[src/include/pif_pkg.sv]
`default_nettype none
package pif_pkg;
	// Register offsets
	localparam logic [3:0] GLOBAL_IRQ_CONTROL_OFF = 4'h0;
	localparam logic [3:0] IRQ_ENABLE_GROUP7_OFF = 4'h1;
	localparam logic [3:0] IRQ_ENABLE_GROUP8_OFF = 4'h2;
	localparam logic [3:0] EVENT_FLAGS_GROUP7_OFF = 4'h3;
	localparam logic [3:0] EVENT_FLAGS_GROUP8_OFF = 4'h4;
	// Reset values
	localparam logic [7:0] GLOBAL_IRQ_CONTROL_RST = 8'h00;
	localparam logic [7:0] IRQ_ENABLE_RST = 8'h00;
	localparam logic [7:0] EVENT_FLAGS_RST = 8'h00;
	// Implemented bit masks
	localparam logic [7:0] GROUP7_IMPL = 8'hf7;
	localparam logic [7:0] GROUP8_IMPL = 8'h3f;
	localparam logic [7:0] CONTROL_IMPL = 8'hc0;
	// Control bit positions
	localparam int GLOBAL_IRQ_ENABLE_BIT = 7;
	localparam int PERIPHERAL_IRQ_ENABLE_BIT = 6;
	// Group 7 flag positions
	localparam int MEMSCAN_DONE_FLAG_BIT = 7;
	localparam int CHECKSUM_DONE_FLAG_BIT = 6;
	localparam int NVMEM_DONE_FLAG_BIT = 5;
	localparam int OSC_ROLLOVER_FLAG_BIT = 4;
	localparam int WAVEGEN1_SHUTDOWN_FLAG_BIT = 0;
	localparam int WAVEGEN_COUNT = 3;
	// Group 8 flag positions
	localparam int MEASURE1_OVERFLOW_FLAG_BIT = 0;
	localparam int MEASURE1_PERIOD_FLAG_BIT = 1;
	localparam int MEASURE1_WIDTH_FLAG_BIT = 2;
	localparam int MEASURE2_OVERFLOW_FLAG_BIT = 3;
	localparam int MEASURE2_PERIOD_FLAG_BIT = 4;
	localparam int MEASURE2_WIDTH_FLAG_BIT = 5;
	// Read data latency in cycles
	localparam int READ_LATENCY = 1;

	typedef struct packed {
		logic global_irq_enable;
		logic peripheral_irq_enable;
		logic [7:0] irq_enable_group7;
		logic [7:0] irq_enable_group8;
		logic [7:0] event_flags_group7;
		logic [7:0] event_flags_group8;
		logic memscan_go_prev;
		logic checksum_busy_prev;
		logic [2:0] wavegen_shutdown_prev;
		logic [7:0] rd_data;
	} pif_state_t;
endpackage : pif_pkg
`default_nettype wire

[src/logic/pif_flag_bank.sv]
// Overview of operation
// RULE1 - Memory scanner go bit falling sets group 7 flag bit 7.
// RULE2 - Checksum busy falling sets group 7 flag bit 6.
// RULE3 - Completed nonvolatile memory operation sets group 7 flag bit 5.
// RULE4 - Oscillator accumulator rollover sets group 7 flag bit 4.
// RULE5 - Wave generators 3, 2, 1 entering shutdown set group 7 bits 2, 1, 0.
// RULE6 - Group 7 bit 3 and group 8 bits 7 and 6 always read zero.
// RULE7 - Timer 2 overflow sets group 8 bit 3, timer 1 bit 0; sticky.
// RULE8 - Period acquisition sets group 8 bit 4 (timer 2), bit 1 (timer 1).
// RULE9 - Width acquisition sets group 8 bit 5 (timer 2), bit 2 (timer 1).
// RULE10 - Flags set on events regardless of any enable bit.
// RULE11 - Software clears stale flags before setting matching enables.
// RULE12 - Flags are hardware set, software read/write, cleared by writing zero, reset zero.
// RULE13 - Interrupt requested when flag and enable set, gated by peripheral and global enables.
// RULE14 - Hardware set beats a software clear in the same cycle.
//
// Chosen here: the strobed register port and the placing of the registers.
`default_nettype none
module pif_flag_bank
	import pif_pkg::*;
(
	input wire logic mclk,
	input wire logic rst,
	input wire logic [3:0] addr,
	input wire logic [7:0] wr_data,
	input wire logic wr_strobe,
	input wire logic rd_strobe,
	output logic [7:0] rd_data,
	input wire logic memscan_go_bit,
	input wire logic checksum_busy,
	input wire logic nvmem_op_done,
	input wire logic osc_rollover,
	input wire logic [2:0] wavegen_shutdown,
	input wire logic measure1_overflow,
	input wire logic measure1_period_done,
	input wire logic measure1_width_done,
	input wire logic measure2_overflow,
	input wire logic measure2_period_done,
	input wire logic measure2_width_done,
	output logic irq
);

	// Address match for one register
	function automatic logic pif_hit(input logic [3:0] a, input logic [3:0] off);
		pif_hit = (a == off);
	endfunction : pif_hit

	pif_state_t st;
	pif_state_t next_st;
	logic [7:0] set7;
	logic [7:0] set8;

	// Hardware set requests
	always_comb begin
		set7 = 8'h00;
		set8 = 8'h00;
		set7[MEMSCAN_DONE_FLAG_BIT] = st.memscan_go_prev & ~memscan_go_bit; // see RULE1
		set7[CHECKSUM_DONE_FLAG_BIT] = st.checksum_busy_prev & ~checksum_busy; // see RULE2
		set7[NVMEM_DONE_FLAG_BIT] = nvmem_op_done; // see RULE3
		set7[OSC_ROLLOVER_FLAG_BIT] = osc_rollover; // see RULE4
		for (int i = 0; i < WAVEGEN_COUNT; i++) begin
			// Entry into shutdown only
			set7[WAVEGEN1_SHUTDOWN_FLAG_BIT + i] =
				wavegen_shutdown[i] & ~st.wavegen_shutdown_prev[i]; // see RULE5
		end
		set8[MEASURE1_OVERFLOW_FLAG_BIT] = measure1_overflow; // see RULE7
		set8[MEASURE2_OVERFLOW_FLAG_BIT] = measure2_overflow; // see RULE7
		set8[MEASURE1_PERIOD_FLAG_BIT] = measure1_period_done; // see RULE8
		set8[MEASURE2_PERIOD_FLAG_BIT] = measure2_period_done; // see RULE8
		set8[MEASURE1_WIDTH_FLAG_BIT] = measure1_width_done; // see RULE9
		set8[MEASURE2_WIDTH_FLAG_BIT] = measure2_width_done; // see RULE9
	end

	// Next state
	always_comb begin
		next_st = st;
		next_st.memscan_go_prev = memscan_go_bit;
		next_st.checksum_busy_prev = checksum_busy;
		next_st.wavegen_shutdown_prev = wavegen_shutdown;
		if (wr_strobe && pif_hit(addr, GLOBAL_IRQ_CONTROL_OFF)) begin
			next_st.global_irq_enable = wr_data[GLOBAL_IRQ_ENABLE_BIT];
			next_st.peripheral_irq_enable = wr_data[PERIPHERAL_IRQ_ENABLE_BIT];
		end
		if (wr_strobe && pif_hit(addr, IRQ_ENABLE_GROUP7_OFF)) begin
			next_st.irq_enable_group7 = wr_data & GROUP7_IMPL;
		end
		if (wr_strobe && pif_hit(addr, IRQ_ENABLE_GROUP8_OFF)) begin
			next_st.irq_enable_group8 = wr_data & GROUP8_IMPL;
		end
		if (wr_strobe && pif_hit(addr, EVENT_FLAGS_GROUP7_OFF)) begin
			next_st.event_flags_group7 = wr_data; // see RULE12
		end
		if (wr_strobe && pif_hit(addr, EVENT_FLAGS_GROUP8_OFF)) begin
			next_st.event_flags_group8 = wr_data; // see RULE12
		end
		// Set wins over clear, enables play no part
		next_st.event_flags_group7 = (next_st.event_flags_group7 | set7) & GROUP7_IMPL; // see RULE14
		next_st.event_flags_group8 = (next_st.event_flags_group8 | set8) & GROUP8_IMPL; // see RULE10
		// Read data for one cycle only
		next_st.rd_data = 8'h00;
		if (rd_strobe) begin
			case (1'b1)
				pif_hit(addr, GLOBAL_IRQ_CONTROL_OFF): begin
					next_st.rd_data = {st.global_irq_enable, st.peripheral_irq_enable, 6'h00};
				end
				pif_hit(addr, IRQ_ENABLE_GROUP7_OFF): begin
					next_st.rd_data = st.irq_enable_group7;
				end
				pif_hit(addr, IRQ_ENABLE_GROUP8_OFF): begin
					next_st.rd_data = st.irq_enable_group8;
				end
				pif_hit(addr, EVENT_FLAGS_GROUP7_OFF): begin
					next_st.rd_data = st.event_flags_group7 & GROUP7_IMPL; // see RULE6
				end
				pif_hit(addr, EVENT_FLAGS_GROUP8_OFF): begin
					next_st.rd_data = st.event_flags_group8 & GROUP8_IMPL; // see RULE6
				end
				default: begin
					next_st.rd_data = 8'h00;
				end
			endcase
		end
	end

	always_ff @(posedge mclk) begin
		if (rst) begin
			st <= '0; // see RULE12
			st.event_flags_group7 <= EVENT_FLAGS_RST;
			st.event_flags_group8 <= EVENT_FLAGS_RST;
			st.irq_enable_group7 <= IRQ_ENABLE_RST;
			st.irq_enable_group8 <= IRQ_ENABLE_RST;
		end else begin
			st <= next_st;
		end
	end

	assign rd_data = st.rd_data;

	// Interrupt request
	assign irq = st.global_irq_enable & st.peripheral_irq_enable &
		(|(st.event_flags_group7 & st.irq_enable_group7) |
		|(st.event_flags_group8 & st.irq_enable_group8)); // see RULE13

	logic wr_flags7;
	logic wr_flags8;
	assign wr_flags7 = wr_strobe && pif_hit(addr, EVENT_FLAGS_GROUP7_OFF);
	assign wr_flags8 = wr_strobe && pif_hit(addr, EVENT_FLAGS_GROUP8_OFF);
endmodule : pif_flag_bank
`default_nettype wire

[config.mk]
export PLATFORM = sky130hd
export DESIGN_NAME = pif_flag_bank
export DESIGN_NICKNAME = d
export VERILOG_FILES = /design/src/include/pif_pkg.sv /design/src/logic/pif_flag_bank.sv
export SDC_FILE = /design/constraint.sdc
export NUM_CORES = 1
export LEC_CHECK = 0
export ABC_AREA = 0
export BUFFER_PORTS_ARGS = -buffer_cell sky130_fd_sc_hd__buf_2
export CORE_MARGIN = 5
export CORE_UTILIZATION = 40
export CTS_BUF_LIST = sky130_fd_sc_hd__clkbuf_4 sky130_fd_sc_hd__clkbuf_8 sky130_fd_sc_hd__clkbuf_16
export CTS_CLUSTER_DIAMETER = 60
export CTS_CLUSTER_SIZE = 8
export DETAILED_ROUTE_END_ITERATION = 10
export PLACE_DENSITY = 0.61
export SKIP_CTS_REPAIR_TIMING = 1
export SLEW_MARGIN = 25
export SYNTH_ARGS = -nofsm -noshare
export SYNTH_HDL_FRONTEND = slang
export SYNTH_SLANG_ARGS = --single-unit
[constraint.sdc]
create_clock -name mclk -period 1.7 [get_ports mclk]
set_clock_uncertainty 0.15 [all_clocks]
set_input_delay 0.17 -clock mclk [delete_from_list [all_inputs] [get_ports mclk]]
set_output_delay 0.17 -clock mclk [all_outputs]
set_load 0.005 [all_outputs]
==> summary.md, run 1 <==
| Metric | Value |
|---|---|
| Final setup viols | `1` |
| Global-route wire length before repair | `7.65 mm` |
| Worst reg2reg path endpoint | `rd_data[5]$_SDFF_PP0_` |
| Final antenna-violating net count | `0` |
| Synthesized flop and latch total | `41` |
| # rows | `25` |
| Post-Syn Area | `between 1500 and 2000 sq um` |
| Net count, final | `293` |
| Top Ports | `38` |
| HP Start | `measure1_width_done` |
| Slowest Stage Delay on Critical Path | `340 ps` |
| Critical path's slowest cell | `dfxtp_2` |
| Avg Cell Area, Syn | `between 8 and 9 sq um` |
| Clk root buf | `clkbuf_8` |
| Worst slew pin tran | `~370 ps` |
| EDFF count, synth | `0` |
| Worst Hold Endpoint | `st[15]$_SDFF_PP0_` |
| Total wire length | `roughly 4.8 mm` |
| Max Cap Viol | `0` |
| Die area | `around 6400 sq um` |
| RR Startpoint | `st[18]$_SDFF_PP0_` |
| Htree depth | `2` |
| Grt total ovfl | `0` |
| Finished Layout Cells | `roughly 330` |
| CTS tree | `done` |
| Shortest period the worst path allows | `around 1700 ps` |
| Dpl cells | `between 300 and 400` |
| PnR worst setup slack | `-7.59 ps` |
| Critical Path RT | `1380 ps` |
| All-layer global routing usage | `between 10% and 20%` |
| Synth area leader | `dfxtp_1` |
| Slew Limit Headroom | `75.2%` |
| Share of cells above drive strength 1 | `29.4%` |
| Post-DP HPWL | `3.54 mm` |
| Fin Hold WS | `-7.62 ps` |
| Initial Util | `41.4%` |
| Synthesis-to-finish area growth | `18.6%` |
| Post-synth cell types | `38` |
| Total CTS buffers | `5` |
| RSZ-0062 raised after global routing | `true` |
| Most common library cells after synthesis | `nand2_1 (45), dfxtp_1 (41), a21oi_1 (35)` |
| Prevailing post-synth register cell | `dfxtp_1` |
| Pre-Repair DR Iteration Count | `5` |
| Drc violations | `0` |
| Top-area cell type share of the netlist area | `a little over two fifths` |
| Worst reg2reg setup slack | `about 300 ps` |
| Final Instance Area | `2320 sq um` |
| Die Ht | `between 70 and 80 um` |
| Failing checks | `hold timing, setup timing` |
| Max IR drop VDD | `a little under 0.0005 V` |
| CP Max Fanout | `3` |
| Fraction of registers with async set or reset after synthesis | `0%` |
| Startpoint types | `register` |
| Number of global-route vias before repair | `1,498` |
| Post-DR vias/cell | `5.06` |
| Clock-pin slew on the worst setup and hold paths | `approximately 80 ps` |
| Crit-path cells | `a22oi_2 > nand2_1 > a221oi_2 > a31oi_1 > buf_2` |
| Antenna diodes | `0` |
| Cell Area, Placed | `2120 sq um` |
| Synth area leaders | `dfxtp_1 (42%), a21oi_1 (9.0%), nand2_1 (8.6%)` |
| Critical path endpoint category | `output pin` |
| Slew Limit Fails | `0` |
| Cell leakage power | `0.886 nW` |
| CTS sink count | `between 40 and 50` |
| Worst-skew pair later-pin latency | `between 200 and 300 ps` |
| Setup TNS | `-7.59 ps` |
| Syn Inst Count | `226` |
| Most frequent cell after synthesis | `nand2_1` |
| PD cells | `a little over 800 nW/um^2` |
| Die width | `79.9 um` |
| Port Buffers | `37` |
| Pin count of the biggest net entering global routing | `31` |
| Starting DRT DRC Count | `approximately 170` |
| Syn. warnings | `0` |
| Post-DR wirelength/cell | `around 14 um` |
| Core area | `4720 sq um` |
| Hold Crit Depth | `3` |
| Initial antenna violation count | `0` |
| FF-to-FF path depth | `4` |
| Achievable frequency | `roughly 600 MHz` |
| Period utilisation layout | `100%` |
| Post-Syn Nets | `roughly 260` |
| CTS max path bufs | `2` |
| Vias | `between 1,500 and 2,000` |
| Class of the most critical setup path | `reg -> out` |
| Seq/Total Area, Yosys | `42.0%` |
| Outcome | `finished with violations` |
| Fillers | `488` |
| GP Congestion | `approximately 0.83` |
| Worst hold path type | `in -> reg` |
| Arrival @ worst endpoint | `1390 ps` |
| Hold Vio Cnt, Final | `3` |
-- worst max path at each step --
stage	startpoint	to	slack, ps	cells after the start
2_1_floorplan	addr[2]	rd_data[5]$_SDFF_PP0_	330	4
3_3_place_gp	addr[0]	st[39]$_SDFFE_PP0P_	180	5
3_5_place_dp	addr[2]	rd_data[3]$_SDFF_PP0_	150	4
4_1_cts	st[17]$_SDFF_PP0_	irq	-150	5
5_1_grt	st[33]$_SDFFE_PP0P_	irq	-90	5
6_report	st[33]$_SDFFE_PP0P_	irq	-8	5
-- through the flow --
step	power (W)	utilization [%]	setup WS [ps]
finish	0.00192	49.1	-7.59
global route	0.00201	49.1	-90.4
CTS	0.00192	47.0	-150
detailed placement	0.00126	44.9	154
global placement	0.00126	44.9	184
floorplan	0.00118	-	332
-- report_power, final --
group          internal [W]  switching [W]  leakage (nW)
sequential         0.000996      0.0000296         0.337
clock              0.000329       0.000337        0.0512
combinational      0.000106       0.000123         0.498
total               0.00143       0.000489         0.886
-- critical path, delay by kind of cell (launching register included) --
family / cells / cell delay (ps)
DFF: 1 / 340
and+or+nand+nor: 1 / 90
buffers and inverters: 1 / 150
AOI/OAI and AO/OA: 3 / 530
-- state kept, by name (all words and copies together) (netlist names) --
register and cells:
rd_data 8, st 33
-- logic make-up (layout without fill, tap and decap cells) --
| kind of cell | Yosys count | after routing | share of synthesized area [%] |
|---|---|---|---|
| AO/OA/AOI/OAI | 64 | 64 | 21.8 |
| buffers and inverters | 23 | 62 | 8.32 |
| flip-flops | 41 | 41 | 42.0 |
| AND/OR/NAND/NOR | 97 | 97 | 27.4 |
| multiplexers | 1 | 1 | 0.512 |
-- placed cells by master (no fill, tap or decap), types with 3 or more instances in the layout --
| cell type | count |
|---|---|
| nor2_1 | 3 |
| a22oi_1 | 6 |
| nand2b_1 | 4 |
| buf_2 | 37 |
| dlygate4sd3_1 | 8 |
| a21oi_2 | 11 |
| or3_1 | 4 |
| nand2_1 | 45 |
| dfxtp_1 | 38 |
| nand3_1 | 10 |
| a21oi_1 | 35 |
| nor3_1 | 5 |
| clkbuf_8 | 6 |
| buf_4 | 7 |
| nor2b_1 | 11 |
| dfxtp_2 | 3 |
-- area by class of cell --
cell class	count	area, sq um	share of cell area (%)
Tap cell	67	83.8	3.62
Timing Repair Buffer	52	318	13.7
Clock inverter	2	13.8	0.594
Multi-Input combinational cell	162	988	42.6
Clock buffer	6	82.6	3.56
Sequential cell	41	825	35.6
Inverter	2	7.51	0.324
-- layer usage --
layer | wire, um | GRT usage (%)
met1 | 2340 | 21.9
met2 | 2160 | 23.8
met3 | 223 | 3.16
met4 | 42 | 4.05
met5 | 0 | 0
No activity file was read; power rests on OpenSTA's default activity.
==> run 2, diff against run 1 <==
--- a/config.mk
+++ b/config.mk
@@ -7,13 +7,15 @@
 export LEC_CHECK = 0
 export ABC_AREA = 0
 export BUFFER_PORTS_ARGS = -buffer_cell sky130_fd_sc_hd__buf_2
+export CELL_PAD_IN_SITES_DETAIL_PLACEMENT = 1
+export CELL_PAD_IN_SITES_GLOBAL_PLACEMENT = 1
 export CORE_MARGIN = 5
 export CORE_UTILIZATION = 40
 export CTS_BUF_LIST = sky130_fd_sc_hd__clkbuf_4 sky130_fd_sc_hd__clkbuf_8 sky130_fd_sc_hd__clkbuf_16
 export CTS_CLUSTER_DIAMETER = 60
 export CTS_CLUSTER_SIZE = 8
 export DETAILED_ROUTE_END_ITERATION = 10
-export PLACE_DENSITY = 0.61
+export PLACE_DENSITY = 0.78
 export SKIP_CTS_REPAIR_TIMING = 1
 export SLEW_MARGIN = 25
 export SYNTH_ARGS = -nofsm -noshare
==> run 2 against run 1 <==
  * The flow finishes with violations (hold timing)
  * Register-to-register slack about the same
  * Die area unchanged
  * Critical path depth decreased by 1
  * Count of clock-buffer cells in the layout unchanged
  * First-iteration DRC count decreased by 46%
  * Maximum frequency increased by 2.2%
  * Setup slack improved by 36 ps
  * Final cell count increased by 0.90%
  * Utilization increased by 0.69 points
  * Worst hold slack got worse by 8.9 ps
  * Critical endpoint unchanged
  * Largest power group unchanged
==> summary.md, run 2 (synthesis results as in run 1) <==
| Metric | Value |
|---|---|
| CP Max Fanout | `3 (unchanged)` |
| Post-DP HPWL | `3.94 mm (+11%)` |
| Total CTS buffers | `5 (unchanged)` |
| Grt total ovfl | `0 (unchanged)` |
| Die width | `79.9 um (unchanged)` |
| Hold Vio Cnt, Final | `2 (-1)` |
| Max Cap Viol | `0 (unchanged)` |
| Htree depth | `2 (unchanged)` |
| RR Startpoint | `st[18]$_SDFF_PP0_` |
| Final setup viols | `0 (-1)` |
| Number of global-route vias before repair | `1,637 (+9.3%)` |
| Arrival @ worst endpoint | `1350 ps (-40 ps)` |
| HP Start | `measure1_width_done` |
| Die Ht | `79.9 um (unchanged)` |
| Starting DRT DRC Count | `92 (-46%)` |
| PnR worst setup slack | `28.5 ps (+36.1 ps)` |
| Initial Util | `41.4% (unchanged)` |
| Worst reg2reg path endpoint | `rd_data[5]$_SDFF_PP0_` |
| Net count, final | `297 (+1.4%)` |
| Hold Crit Depth | `3 (unchanged)` |
| PD cells | `819 nW/um^2 (-1.1%)` |
| Gr busiest metal | `met2` |
| Outcome | `finished with violations` |
| Top Ports | `38 (unchanged)` |
| Finished Layout Cells | `335 (+0.90%)` |
| Period utilisation layout | `98.3% (-2.1 points)` |
| Max FFs per register | `33 (unchanged)` |
| Power Total | `0.00193 W (+0.29%)` |
| Met1 Use GR | `22.5% (+0.56 points)` |
| Final Instance Area | `2350 sq um (+1.4%)` |
| Dpl cells | `317 (+0.32%)` |
| Drc violations | `0 (unchanged)` |
| Fin Hold WS | `-16.6 ps (-8.94 ps)` |
| Clock-pin slew on the worst setup and hold paths | `80 ps (about the same)` |
| Core area | `4720 sq um (unchanged)` |
| Antenna diodes | `0 (unchanged)` |
| FF-to-FF path depth | `4 (unchanged)` |
| Shortest period the worst path allows | `1670 ps (-36.1 ps)` |
| CTS max path bufs | `2 (unchanged)` |
| Synthesis-to-finish area growth | `20.2%` |
| Post-DR wirelength/cell | `15.5 um (+8.5%)` |
| Core Util, Final | `49.8% (+0.69 points)` |
| Clk root buf | `clkbuf_8` |
| RSZ-0062 raised after global routing | `true` |
| Worst Hold Endpoint | `st[15]$_SDFF_PP0_` |
| Max IR drop VDD | `0.000451 V (-7.2%)` |
| GP Congestion | `0.896 (+8.5%)` |
| Slew Limit Headroom | `73.9% (-1.3 points)` |
| Worst-skew pair later-pin latency | `290 ps (about the same)` |
| Cell leakage power | `0.898 nW (+1.3%)` |
| DP Worst Slack | `144 ps (-10.1 ps)` |
| Failing checks | `hold timing` |
| Class of the most critical setup path | `reg -> out` |
| Slew Limit Fails | `0 (unchanged)` |
| Total wire length | `5.21 mm (+9.4%)` |
| Share of cells above drive strength 1 | `29.1% (-0.33 points)` |
| Global-route wire length before repair | `8.33 mm (+8.9%)` |
| Port Buffers | `37 (unchanged)` |
| Critical Path RT | `1380 ps (about the same)` |
| Startpoint types | `register` |
| All-layer global routing usage | `17.1% (+1.6 points)` |
| Worst slew pin tran | `392 ps (+19.0 ps)` |
| Worst hold path type | `in -> reg` |
| GR Layer Usage met2 | `27.6% (+3.8 points)` |
| Most common cell after layout, fill and taps aside | `nand2_1` |
| Initial antenna violation count | `0 (unchanged)` |
| Pre-Repair DR Iteration Count | `4 (-1)` |
| Cell Area, Placed | `2130 sq um (+0.35%)` |
| Critical path endpoint category | `output pin` |
| Achievable frequency | `598 MHz (+2.2%)` |
| Final antenna-violating net count | `0 (unchanged)` |
| Vias | `1,746 (+3.9%)` |
| CTS tree | `done` |
| Post-DR vias/cell | `5.21 (+2.9%)` |
| Largest Register | `st` |
| Die area | `6390 sq um (unchanged)` |
| Most frequent cells in the layout | `nand2_1 (45), dfxtp_1 (38), buf_2 (37)` |
| Worst reg2reg setup slack | `300 ps (about the same)` |
| Met3 Usage GRT | `4.63% (+1.5 points)` |
| # rows | `25 (unchanged)` |
| CTS sink count | `41 (unchanged)` |
| Pin count of the biggest net entering global routing | `34 (+9.7%)` |
==> run 2: critical path, stage by stage, from the launching register on <==
cell	delay [ps]
dfxtp_2	340
a22o_1	240
a221oi_2	200
a31oi_1	120
buf_2	150
==> run 2: worst max path at each step <==
stage | start | end | slack, ps | cells past startpoint
detailed placement | addr[2] | rd_data[3]$_SDFF_PP0_ | 140 | 4
CTS | st[26]$_SDFF_PP0_ | irq | -80 | 4
floorplan | addr[2] | rd_data[5]$_SDFF_PP0_ | 330 | 4
global route | st[33]$_SDFFE_PP0P_ | irq | -70 | 5
finish | st[26]$_SDFF_PP0_ | irq | 30 | 4
global placement | addr[1] | st[18]$_SDFF_PP0_ | 190 | 5
==> run 2: report_power, final <==
part	internal [W]	switching, W	leakage (nW)	total (W)
Combinational	0.000112	0.000128	0.518	0.000240
Sequential	0.000997	0.0000295	0.337	0.00103
Clock	0.000321	0.000338	0.0433	0.000660
==> run 2: per-stage QoR <==
stage / setup TNS (ps) / hold slack [ps]
6_report: 0 / -16.6
5_1_grt: -75.0 / 3.86
4_1_cts: -77.3 / -60.4
3_5_place_dp: 0 / 250
3_3_place_gp: 0 / 242
2_1_floorplan: 0 / 148
==> run 2: final cells by class <==
cell class / instances / area [sq um]
Clock inverter: 1 / 7.51
Multi-Input combinational cell: 162 / 990
Inverter: 2 / 7.51
Fill cell: 584 / 2370
Clock buffer: 6 / 82.6
Sequential cell: 41 / 825
Tap cell: 67 / 83.8
Timing Repair Buffer: 56 / 355
==> run 2: metal layers <==
| metal | wire (um) | up-vias |
|---|---|---|
| met4 | 14 | 0 |
| met1 | 2370 | 835 |
| met3 | 291 | 2 |
| met2 | 2530 | 40 |
| li1 | - | 869 |
| met5 | 0 | - |
